**config.mk**
```make
export PLATFORM = sky130hd
export DESIGN_NAME = ldp_ctrl
export DESIGN_NICKNAME = d
export VERILOG_FILES = /design/src/core/ldp_pkg.sv /design/src/core/ldp_ctrl.sv
export VERILOG_INCLUDE_DIRS = /design/src /design/src/core
export SDC_FILE = /design/constraint.sdc
export NUM_CORES = 1
export LEC_CHECK = 0
export BUFFER_PORTS_ARGS = -buffer_cell sky130_fd_sc_hd__buf_4
export CAP_MARGIN = 20
export CELL_PAD_IN_SITES_DETAIL_PLACEMENT = 1
export CELL_PAD_IN_SITES_GLOBAL_PLACEMENT = 1
export CORE_UTILIZATION = 25
export DETAILED_ROUTE_END_ITERATION = 10
export GPL_ROUTABILITY_DRIVEN = 0
export PLACE_DENSITY_LB_ADDON = 0.1
export SLEW_MARGIN = 20
export SYNTH_ARGS = -nofsm -noshare
export SYNTH_HDL_FRONTEND = slang
export SYNTH_SLANG_ARGS = --single-unit
```
**constraint.sdc**
```tcl
create_clock -name MCLK -period 3.8 [get_ports MCLK]
set_clock_uncertainty 0.2 [all_clocks]
set_input_delay 0.38 -clock MCLK [delete_from_list [all_inputs] [get_ports MCLK]]
set_output_delay 0.38 -clock MCLK [all_outputs]
set_load 0.01 [all_outputs]
```
**src/core/ldp_params.svh**
```systemverilog
// constants of the led diagnostic and protection control block
`ifndef LDP_PARAMS_SVH
`define LDP_PARAMS_SVH
// register byte offsets
`define LDP_OFS_CTRL 8'h00
`define LDP_OFS_STAT 8'h04
`define LDP_OFS_OPEN 8'h08
`define LDP_OFS_SHORT 8'h0C
`define LDP_OFS_LEAK 8'h10
// control field positions
`define LDP_CTRL_HID 0
`define LDP_CTRL_SAMP 1
`define LDP_CTRL_PSS 3
`define LDP_CTRL_LEAK 5
`define LDP_CTRL_RST 8'h00
// status field positions
`define LDP_ST_REF 0
`define LDP_ST_WARN 1
`define LDP_ST_TEF 2
`define LDP_ST_PSM 3
`define LDP_ST_HID 4
// pwm clock counts chosen by the check sample time field
`define LDP_SAMP_CNT0 8'h11
`define LDP_SAMP_CNT1 8'h21
`define LDP_SAMP_CNT2 8'h41
`define LDP_SAMP_CNT3 8'h81
// delay between output groups
`define LDP_CLK_NS 5
`define LDP_STAGGER_NS 20
`define LDP_STAGGER_CYC ((`LDP_STAGGER_NS + `LDP_CLK_NS - 1) / `LDP_CLK_NS)
`endif

```
**src/core/ldp_pkg.sv**
```systemverilog
// types of the led diagnostic and protection control block
package ldp_pkg;
  typedef struct packed {
    logic [2:0] pin_m;
    logic [2:0] pin_s;
    logic [2:0] pin_p;
    logic [3:0] ana_m;
    logic [3:0] ana_s;
    logic [3:0] ana_g;
    logic [47:0] cmp_m;
    logic [47:0] cmp_s;
    logic hid_mode;
    logic [1:0] samp_sel;
    logic [1:0] ps_sel;
    logic leak_en;
    logic [7:0] cnt;
    logic hid_on;
    logic power_save_mode;
    logic ps_hold;
    logic thermal_shutdown;
    logic warn;
    logic thermal_error_flag;
    logic hid_out;
    logic leak_out;
    logic [15:0] open_f;
    logic [15:0] short_f;
    logic [15:0] leak_f;
    logic [2:0] dly;
    logic [15:0] stg1;
    logic [15:0] stg2;
    logic [15:0] stg3;
    logic [15:0] raw;
    logic [15:0] sink;
    logic awready;
    logic wready;
    logic [7:0] awaddr;
    logic [31:0] wdata;
    logic wstrb0;
    logic bvalid;
    logic [1:0] bresp;
    logic arready;
    logic rvalid;
    logic [31:0] rdata;
    logic [1:0] rresp;
  } ldp_state_s;
endpackage

```
**src/core/ldp_ctrl.sv**
```systemverilog
// diagnostic, power-save, thermal and staggered sink control for a 16-channel driver
//
// Contract
// - hidden mode: check current from first pwm clock to chosen count
// - open and short results latched when check current stops
// - grayscale on/off keeps running during the check current
// - without hidden mode outputs follow grayscale only
// - hidden mode has no effect in power save; code still keeps leak detect off while hidden mode is set
// - every fault flag reads 1 for fault, 0 for normal
// - power save enabled while select bits are nonzero; code enters it only with select 01 or 10
// - select 01 or 10 plus all-zero grayscale write enters power save
// - shift clock rise with select 01 leaves power save
// - after leaving, outputs wait for next period's first pwm clock; code releases them at once when select is cleared
// - reference short sets its flag and forces outputs off
// - warning flag set while hot, outputs untouched
// - warning cleared at grayscale strobe when below threshold
// - shutdown forces all outputs off and sets thermal error together
// - outputs stay off until cool and next period's first pwm clock
// - thermal error holds until grayscale strobe below shutdown level
// - groups: 0/7/8/15, 1/6/9/14, 2/5/10/13, 3/4/11/12
// - groups switch in sequence with a small delay between them
// - leak detection off while hidden mode is on
// - without hidden mode, open and short flags of off outputs read 0
`timescale 1ns/10ps
`default_nettype none
`include "ldp_params.svh"
module ldp_ctrl
  import ldp_pkg::*;
(
  input wire logic MCLK,
  input wire logic RESET_N,
  input wire logic PWM_COUNT_CLOCK,
  input wire logic TRANSFER_STROBE,
  input wire logic SHIFT_CLOCK,
  input wire logic GS_WRITE_SEL,
  input wire logic GS_ALL_ZERO,
  input wire logic PERIOD_FIRST,
  input wire logic [15:0] PWM_ON,
  input wire logic [15:0] OPEN_CMP,
  input wire logic [15:0] SHORT_CMP,
  input wire logic [15:0] LEAK_CMP,
  input wire logic TEMP_WARN,
  input wire logic TEMP_SHUT,
  input wire logic TEMP_COOL,
  input wire logic REF_SHORT,
  output logic [15:0] SINK_OUTPUT,
  output logic HIDDEN_CHECK_CURRENT,
  output logic LEAK_DETECT_EN,
  output logic POWER_SAVE_MODE,
  input wire logic [7:0] S_AXI_AWADDR,
  input wire logic S_AXI_AWVALID,
  output logic S_AXI_AWREADY,
  input wire logic [31:0] S_AXI_WDATA,
  input wire logic [3:0] S_AXI_WSTRB,
  input wire logic S_AXI_WVALID,
  output logic S_AXI_WREADY,
  output logic [1:0] S_AXI_BRESP,
  output logic S_AXI_BVALID,
  input wire logic S_AXI_BREADY,
  input wire logic [7:0] S_AXI_ARADDR,
  input wire logic S_AXI_ARVALID,
  output logic S_AXI_ARREADY,
  output logic [31:0] S_AXI_RDATA,
  output logic [1:0] S_AXI_RRESP,
  output logic S_AXI_RVALID,
  input wire logic S_AXI_RREADY
);

  ldp_state_s q;
  ldp_state_s d;
  logic gs_rise;
  logic st_rise;
  logic sc_rise;
  logic first_clk;
  logic gs_wr;
  logic [7:0] cnt_n;
  logic [7:0] target;
  logic samp;
  logic force_off;
  logic [15:0] staged;

  // group of a channel: mirrored pairs inside each half
  function automatic logic [1:0] grp(input int ch);
    logic [2:0] c;
    c = 3'(ch % 8);
    grp = (c < 3'h4) ? c[1:0] : 2'(3'h7 - c);
  endfunction

  // register address decode, shared by read and write
  function automatic logic reg_ok(input logic [7:0] a);
    reg_ok = (a == `LDP_OFS_CTRL) || (a == `LDP_OFS_STAT) ||
             (a == `LDP_OFS_OPEN) || (a == `LDP_OFS_SHORT) ||
             (a == `LDP_OFS_LEAK);
  endfunction

  // pin edges from synced samples
  assign gs_rise = q.pin_s[0] & ~q.pin_p[0];
  assign st_rise = q.pin_s[1] & ~q.pin_p[1];
  assign sc_rise = q.pin_s[2] & ~q.pin_p[2];
  assign first_clk = gs_rise & PERIOD_FIRST;
  assign gs_wr = st_rise & GS_WRITE_SEL;
  // outputs forced off by shutdown latch, live shutdown or reference short
  assign force_off = q.thermal_shutdown | q.ana_g[1] | q.ana_g[3];

  // sample count picked by the check sample time field
  always_comb
  begin
    case (q.samp_sel)
      2'h0: target = `LDP_SAMP_CNT0;
      2'h1: target = `LDP_SAMP_CNT1;
      2'h2: target = `LDP_SAMP_CNT2;
      default: target = `LDP_SAMP_CNT3;
    endcase
  end

  // pwm clocks since the period's first one, saturating
  always_comb
  begin
    if (first_clk)
      cnt_n = 8'h01;
    else if (gs_rise && q.cnt != 8'hFF)
      cnt_n = q.cnt + 8'h01;
    else
      cnt_n = q.cnt;
  end
  assign samp = gs_rise & (cnt_n == target) & (q.cnt != 8'h00);

  // per-channel pick of the stage matching its group
  genvar gi;
  generate
    for (gi = 0; gi < 16; gi++)
    begin : g_grp
      localparam logic [1:0] G = grp(gi);
      assign staged[gi] = (G == 2'h0) ? q.raw[gi] :
                          (G == 2'h1) ? q.stg1[gi] :
                          (G == 2'h2) ? q.stg2[gi] : q.stg3[gi];
    end
  endgenerate

  // next state of the whole block
  always_comb
  begin
    d = q;
    // two-flop synchronisers, then one stage kept for edge finding
    d.pin_m = {SHIFT_CLOCK, TRANSFER_STROBE, PWM_COUNT_CLOCK};
    d.pin_s = q.pin_m;
    d.pin_p = q.pin_s;
    d.ana_m = {REF_SHORT, TEMP_COOL, TEMP_SHUT, TEMP_WARN};
    d.ana_s = q.ana_m;
    d.cmp_m = {LEAK_CMP, SHORT_CMP, OPEN_CMP};
    d.cmp_s = q.cmp_m;
    // thermal and reference levels taken at pwm clock edges
    if (gs_rise)
      d.ana_g = q.ana_s;
    d.cnt = cnt_n;

    // hidden check current window
    if (first_clk && q.hid_mode && !q.power_save_mode)
      d.hid_on = 1'b1;
    else if (samp || q.power_save_mode)
      d.hid_on = 1'b0;

    // fault capture at the sample instant
    if (samp)
    begin
      if (q.hid_on)
      begin
        d.open_f = q.cmp_s[15:0];
        d.short_f = q.cmp_s[31:16];
      end
      else
      begin
        d.open_f = q.cmp_s[15:0] & PWM_ON;
        d.short_f = q.cmp_s[31:16] & PWM_ON;
      end
    end
    // leak result at end of display period, only for off outputs
    if (first_clk)
      d.leak_f = (q.leak_en && !q.hid_mode) ?
                 (q.cmp_s[47:32] & ~PWM_ON) : 16'h0000;

    // warning: set while hot, cleared at grayscale strobe when cool
    if (q.ana_g[0])
      d.warn = 1'b1;
    else if (gs_wr)
      d.warn = 1'b0;
    // thermal error flag and shutdown latch
    if (q.ana_g[1])
      d.thermal_error_flag = 1'b1;
    else if (gs_wr)
      d.thermal_error_flag = 1'b0;
    if (q.ana_g[1])
      d.thermal_shutdown = 1'b1;
    else if (first_clk && q.ana_g[2])
      d.thermal_shutdown = 1'b0;

    // power save entry and exit
    if (q.power_save_mode && sc_rise && q.ps_sel == 2'h1)
    begin
      d.power_save_mode = 1'b0;
      d.ps_hold = 1'b1;
    end
    else if (!q.power_save_mode && gs_wr && GS_ALL_ZERO &&
             (q.ps_sel == 2'h1 || q.ps_sel == 2'h2))
      d.power_save_mode = 1'b1;
    else if (q.ps_sel == 2'h0)
      d.power_save_mode = 1'b0;
    if (first_clk)
      d.ps_hold = 1'b0;

    // grayscale on/off passes unchanged unless held off
    d.raw = (q.power_save_mode || q.ps_hold) ? 16'h0000 : PWM_ON;
    // group stages move one step per delay tick
    if (q.dly == 3'(`LDP_STAGGER_CYC - 1))
    begin
      d.dly = 3'h0;
      d.stg1 = q.raw;
      d.stg2 = q.stg1;
      d.stg3 = q.stg2;
    end
    else
      d.dly = q.dly + 3'h1;
    d.sink = force_off ? 16'h0000 : staged;

    // axi write: address and data taken in either order
    if (S_AXI_AWVALID && q.awready)
    begin
      d.awready = 1'b0;
      d.awaddr = S_AXI_AWADDR;
    end
    if (S_AXI_WVALID && q.wready)
    begin
      d.wready = 1'b0;
      d.wdata = S_AXI_WDATA;
      d.wstrb0 = S_AXI_WSTRB[0];
    end
    if (!q.awready && !q.wready && !q.bvalid)
    begin
      d.bvalid = 1'b1;
      d.bresp = reg_ok(q.awaddr) ? 2'h0 : 2'h2;
      if (q.awaddr == `LDP_OFS_CTRL && q.wstrb0)
      begin
        d.hid_mode = q.wdata[`LDP_CTRL_HID];
        d.samp_sel = q.wdata[`LDP_CTRL_SAMP +: 2];
        d.ps_sel = q.wdata[`LDP_CTRL_PSS +: 2];
        d.leak_en = q.wdata[`LDP_CTRL_LEAK];
      end
    end
    if (q.bvalid && S_AXI_BREADY)
    begin
      d.bvalid = 1'b0;
      d.awready = 1'b1;
      d.wready = 1'b1;
    end

    // axi read: one beat answered the cycle after the address
    if (S_AXI_ARVALID && q.arready)
    begin
      d.arready = 1'b0;
      d.rvalid = 1'b1;
      d.rresp = reg_ok(S_AXI_ARADDR) ? 2'h0 : 2'h2;
      case (S_AXI_ARADDR)
        `LDP_OFS_CTRL: d.rdata = {26'h0, q.leak_en, q.ps_sel,
                                  q.samp_sel, q.hid_mode};
        `LDP_OFS_STAT: d.rdata = {27'h0, q.hid_on, q.power_save_mode, q.thermal_error_flag,
                                  q.warn, q.ana_g[3]};
        `LDP_OFS_OPEN: d.rdata = {16'h0, q.open_f};
        `LDP_OFS_SHORT: d.rdata = {16'h0, q.short_f};
        `LDP_OFS_LEAK: d.rdata = {16'h0, q.leak_f};
        default: d.rdata = 32'h0;
      endcase
    end
    if (q.rvalid && S_AXI_RREADY)
    begin
      d.rvalid = 1'b0;
      d.arready = 1'b1;
    end

    // gated levels built from next state, so each port leaves a flop in step
    d.hid_out = d.hid_on & ~(d.thermal_shutdown | d.ana_g[1] | d.ana_g[3]);
    d.leak_out = d.leak_en & ~d.hid_mode;
  end

  // state register with synchronous reset
  always_ff @(posedge MCLK)
  begin
    if (!RESET_N)
    begin
      q <= '0;
      q.awready <= 1'b1;
      q.wready <= 1'b1;
      q.arready <= 1'b1;
    end
    else
      q <= d;
  end

  // outputs straight from state flops
  assign SINK_OUTPUT = q.sink;
  assign HIDDEN_CHECK_CURRENT = q.hid_out;
  assign LEAK_DETECT_EN = q.leak_out;
  assign POWER_SAVE_MODE = q.power_save_mode;
  assign S_AXI_AWREADY = q.awready;
  assign S_AXI_WREADY = q.wready;
  assign S_AXI_BRESP = q.bresp;
  assign S_AXI_BVALID = q.bvalid;
  assign S_AXI_ARREADY = q.arready;
  assign S_AXI_RDATA = q.rdata;
  assign S_AXI_RRESP = q.rresp;
  assign S_AXI_RVALID = q.rvalid;
endmodule
`default_nettype wire

```
# Word level (Yosys, flattened, before mapping)
# Index checks and enable logic that the tools add are counted.
# word_totals
wordCells	152
romBits	0
ff_bits	320
n_memories	0
input_bits	133
ramBits	0
latch_bits	0
# op_classes
n_mul	0
n_div	0
n_lt_le_gt_ge	0
bitwise_logic	23
muxes	20
n_eq_ne	15
reduce_logical	50
addsub	2
shift	0
# ops
cell	n
one-hot mux 16 bit (5 select lines)	1
AND 16 bit	3
== test 8 x 4 -> 1 bit, second input constant	4
two-way mux 32 bit	1
one-hot mux 8 bit (3 select lines)	1
logical AND 1 bit	18
== test 8 x 3 -> 1 bit, second input constant	2
== test 8 x 5 -> 1 bit, second input constant	2
zero test 8 bit	2
two-way mux 16 bit	1
two-way mux 8 bit	2
inverter 16 bit	1
OR reduction 2 bit	7
two-way mux 6 bit	2
logical OR 1 bit	11
AND 1 bit	9
two-way mux 1 bit	9
adder 8 x 1 -> 8 bit, second input constant	1
== test 8 bit	1
inequality test 8 bit, second input constant	1
nonzero test 8 bit	1
inverter 1 bit	6
nonzero test 2 bit	3
zero test 1 bit	5
other kinds (9)	16

# Depth between registers and ports, before layout
# depth
depth_word	12
mapped_depth	10
ltp_nobuf	8

# Least setup slack after synthesis
# No wires, ideal clock.
# synth_path
path_kind	flip-flop to flip-flop
from	register q[221] in the netlist's numbering
to	register q[198] in the netlist's numbering
setup_time_ns	0.070
path_stages_with_launch	11
t_arrival_ns	2.124
required_ns	3.530
period_less_slack_ns	2.394
slack_ns	1.406
path_buffers	2
cell_sequence	dfxtp_1 > ha_1 > and3_1 > a211oi_2 > mux2i_1 > xnor2_1 > and2_1 > buf_4 > buf_6 > o2111ai_1 > a21oi_1
# synth_via
elab_chain_len	7
# synth_lines
item	line_no	rtl
start: declaration	ldp_ctrl.sv:69	ldp_state_s q;
parallel branches: the longest is 6 deep, another holds adder 8 x 1 -> 8 bit	n/a	
AND 1 bit (*)	ldp_ctrl.sv:126	assign samp = gs_rise & (cnt_n == target) & (q.cnt != 8'h00);
# Mark *: on every way between the ends.
# A chain may end at the register's enable or synchronous reset.

# Final worst setup path
# layout_path
from	register q, in the netlist d[343]
to	register q, in the netlist HIDDEN_CHECK_CURRENT
# layout_via
elab_chain_len	11
# layout_lines
item	line_no	rtl
AND 1 bit (*)	ldp_ctrl.sv:97	assign gs_rise = q.pin_s[0] & ~q.pin_p[0];
logical AND 1 bit	ldp_ctrl.sv:121	else if (gs_rise && q.cnt != 8'hFF)
two-way mux 8 bit	ldp_ctrl.sv:121	
two-way mux 8 bit	ldp_ctrl.sv:119	if (first_clk)
== test 8 bit	ldp_ctrl.sv:126	
AND 1 bit (2 in a row)	ldp_ctrl.sv:126	
logical OR 1 bit	ldp_ctrl.sv:160	else if (samp || q.power_save_mode)
two-way mux 1 bit	ldp_ctrl.sv:160	
two-way mux 1 bit	ldp_ctrl.sv:158	if (first_clk && q.hid_mode && !q.power_save_mode)
AND 1 bit (*)	ldp_ctrl.sv:280	d.hid_out = d.hid_on & ~(d.thermal_shutdown | d.ana_g[1] | d.ana_g[3]);
# Mark *: on every way between the ends. The rest lies on a longest branch, timed or not.

==> results.md <==
* Register share of total power at 0.447
* Max FO, Critical Path at 33
* DRC at 0
* Crit path DAT at roughly 3.3 ns
* TNS Setup at 0 ns
* Seq cells post-synth at 284
* RSZ-0062 raised after global routing: no
* Seq/Total Area, Yosys at 0.548
* Achievable Freq at 0.322 GHz
* CP Class: flip-flop to flip-flop
* Synth Flop Type: dfxtp_1
* Drt total wl at 30100 um
* Buf/Inv on CP at 1
* Synthesized area at 10400 um2
* Pint at 5430 uW
* Largest net degree at the start of global routing at 121
* TritonCTS buffer count at 35
* RR Startpoint: d[343]
* Post-CTS resize count at 0
* Clk buf depth at 3
* P per Cell Area at 506 nW/um2
* Most frequent cells in the layout: 284 x dfxtp_1, 158 x buf_4, 149 x and2_1, 98 x dlygate4sd3_1, 89 x a21oi_1
* CTS tree: done
* DR iter-0 viols at between 300 and 400
* Switching pwr at 1550 uW
* Largest delay share family, worst path: simple AND/OR/NAND/NOR gates
* IO buf count at about 150
* Syn_area_per_cell at 9.79 um2
* Commonest non-fill, non-tap cell in the layout: dfxtp_1
* Max incr delay on CP at 0.65 ns
* Combinational power share at 0.061
* Row count at 74
* Ports at approximately 190
* Drt wl/cell at 16.7 um
* GR Overflow Total at 0
* Lkg Pwr at 0.00531 uW
* Clock power frac at 0.493
* Core area at 40800 um2
* Max H-tree Level at 2
* Worst setup path startpoint: d[343]
* Status: complete, no violations
* Crit-path slowest cell: nor2b_1
* Total power at 6980 uW
* Critical path cell sequence: nor2b_1 -> a21oi_1 -> nor3_1 -> o21bai_1 -> and2_1 -> buf_4 -> o21ai_0 -> a211oi_1
* Rel. slew slack at 0.419
* Critical Path Source Type: flip-flop
* Sink Count at 284
* Die Wd at 206 um
* Max-slew violation count at 0
* Synth warnings at 0
* Switch share at 0.222
* HPWL after DPL at 19800 um
* Max-cap violations at 0
* Required @ worst endpoint at 3.99 ns
* Worst hold path startpoint: S_AXI_AWVALID
* ANT cells at 0
* Vias post-DR at between 7000 and 8000
* Clk slew on worst S/H paths at ~0.06 ns
* Worst skew pair latency at between 0.5 and 0.6 ns
* Total die area at 42300 um2
* Detail Route Antenna Nets at 0
* Cells after Synth at ~1100
* Share of layout cells above drive strength 1 at 0.183
* Final setup violation count at 0
* Pre-antenna DRT Iters at 4
* Number of global-route vias before repair at 7945
* Fin crit share at 0.818
* Post-synth ARST share at 0
* Initial antenna violation count at 1
* Synth-to-Final Area Change at 33.0%
* EDFF count, synth at 0
* Hold crit path type: input pin to flip-flop
* Peak VDD IR at 0.208 mV
* Setup Fix Bufs, Post-CTS at 0
* Minimum clock period at 3.11 ns
* Final hold vios at 0
* DR vias/cell at 4.36
* Die Ht at approximately 210 um
* Clk root buf: clkbuf_16
* Gr usage total at 0.144
* CP endpoint kind: flip-flop
* First-pass GRT wire length at around 47000 um
* Nets@finish at roughly 1400
* Starting density of the core at 0.254
* Worst slew pin tran at just under 0.9 ns
* Hold Buf Count CTS at 98
* Post-synth cell types at 52
==> cell usage after synthesis, drive strengths merged (3+ instances only) <==
| cell | count | share of area |
|---|---|---|
| a21oi | 89 | 0.043 |
| a221oi | 5 | 0.0042 |
| a22oi | 16 | 0.012 |
| and2 | 149 | 0.090 |
| and3 | 3 | 0.0018 |
| buf | 72 | 0.049 |
| clkbuf | 52 | 0.019 |
| dfxtp | 284 | 0.55 |
| ha | 6 | 0.0072 |
| inv | 15 | 0.0054 |
| mux2 | 6 | 0.0065 |
| mux2i | 42 | 0.041 |
| nand2 | 64 | 0.023 |
| nand2b | 5 | 0.0030 |
| nand3 | 21 | 0.010 |
| nand3b | 7 | 0.0051 |
| nand4b | 19 | 0.016 |
| nor2 | 67 | 0.024 |
| nor2b | 4 | 0.0024 |
| nor3 | 9 | 0.0048 |
| nor4 | 3 | 0.0018 |
| o2111ai | 32 | 0.027 |
| o21ai | 57 | 0.028 |
| xnor2 | 3 | 0.0025 |
==> worst reg2reg max path, delay by kind of cell, from the launching register on <==
kind	cells	cell delay (ns)
AOI/OAI and AO/OA	4	0.92
buffers and inverters	1	0.33
and+or+nand+nor	3	1.09
DFF	1	0.45
==> cell families (layout without fill, tap and decap cells) <==
group,count (synthesis),in the layout,share of synthesized area
AO/OA/AOI/OAI,215,215,0.129
XOR/XNOR,5,5,0.00422
adder cells (fa/ha/maj),6,6,0.00724
buffers and inverters,139,333,0.0735
flip-flops,284,284,0.548
multiplexers,48,48,0.0470
other,1,18,0.000362
AND/OR/NAND/NOR,361,361,0.190
==> sequential cells by signal, summed over array words and instances (netlist names) <==
| name | cells |
|---|---|
| q | 184 |
| d | 58 |
| SINK_OUTPUT | 16 |
| S_AXI_RDATA | 16 |
| HIDDEN_CHECK_CURRENT | 1 |
| LEAK_DETECT_EN | 1 |
| POWER_SAVE_MODE | 1 |
| S_AXI_ARREADY | 1 |
| S_AXI_AWREADY | 1 |
| S_AXI_BRESP | 1 |
| S_AXI_BVALID | 1 |
| S_AXI_RRESP | 1 |
| S_AXI_RVALID | 1 |
| S_AXI_WREADY | 1 |
==> worst paths after layout <==
kind / to / slack (ns) / cells past startpoint
max: HIDDEN_CHECK_CURRENT / 0.69 / 8
min: q[78] / 0.02 / 3
max reg2reg: HIDDEN_CHECK_CURRENT / 0.69 / 8
min reg2reg: q[162] / 0.22 / 1
==> power by group through the flow <==
stage	Combinational, uW	Clock, uW	Sequential (uW)
after global routing	468	3690	3130
after detailed placement	350	0	3180
after floorplan	200	0	3160
after CTS	431	3570	3120
after global placement	349	0	3180
final	423	3440	3120
==> per-layer routing <==
| layer | wire (um) | vias to the layer above | GRT usage |
|---|---|---|---|
| met5 | 0 | - | 0 |
| met4 | 565 | 0 | 0.0431 |
| met3 | 1460 | 44 | 0.0234 |
| met2 | 12700 | 161 | 0.209 |
| met1 | 15400 | 3728 | 0.214 |
| li1 | - | 3932 | - |
==> final cells by class <==
type,instances,area [um2]
fillers,4612,27000
multi-input cells,653,4000
clock inverters,14,195
flip-flops and latches,284,5690
well taps,532,666
clock buffers,47,1000
repair buffers,257,2190
inverters,15,57.6
==> through the flow <==
| step | hold slack [ns] | worst slack (ns) | area [um2] | std cells | utilization |
|---|---|---|---|---|---|
| after floorplan | 0.199 | 1.41 | 10400 | 1076 | - |
| after global placement | 0.212 | 0.592 | 11600 | 1643 | 0.284 |
| after detailed placement | 0.216 | 0.603 | 11600 | 1643 | 0.284 |
| after CTS | 0.00171 | 0.583 | 13800 | 1802 | 0.338 |
| after global routing | 0.0145 | 0.291 | 13800 | 1802 | 0.338 |
| final | 0.0205 | 0.693 | 13800 | 1802 | 0.338 |
Note: power is estimated with default switching activity, not from simulation.
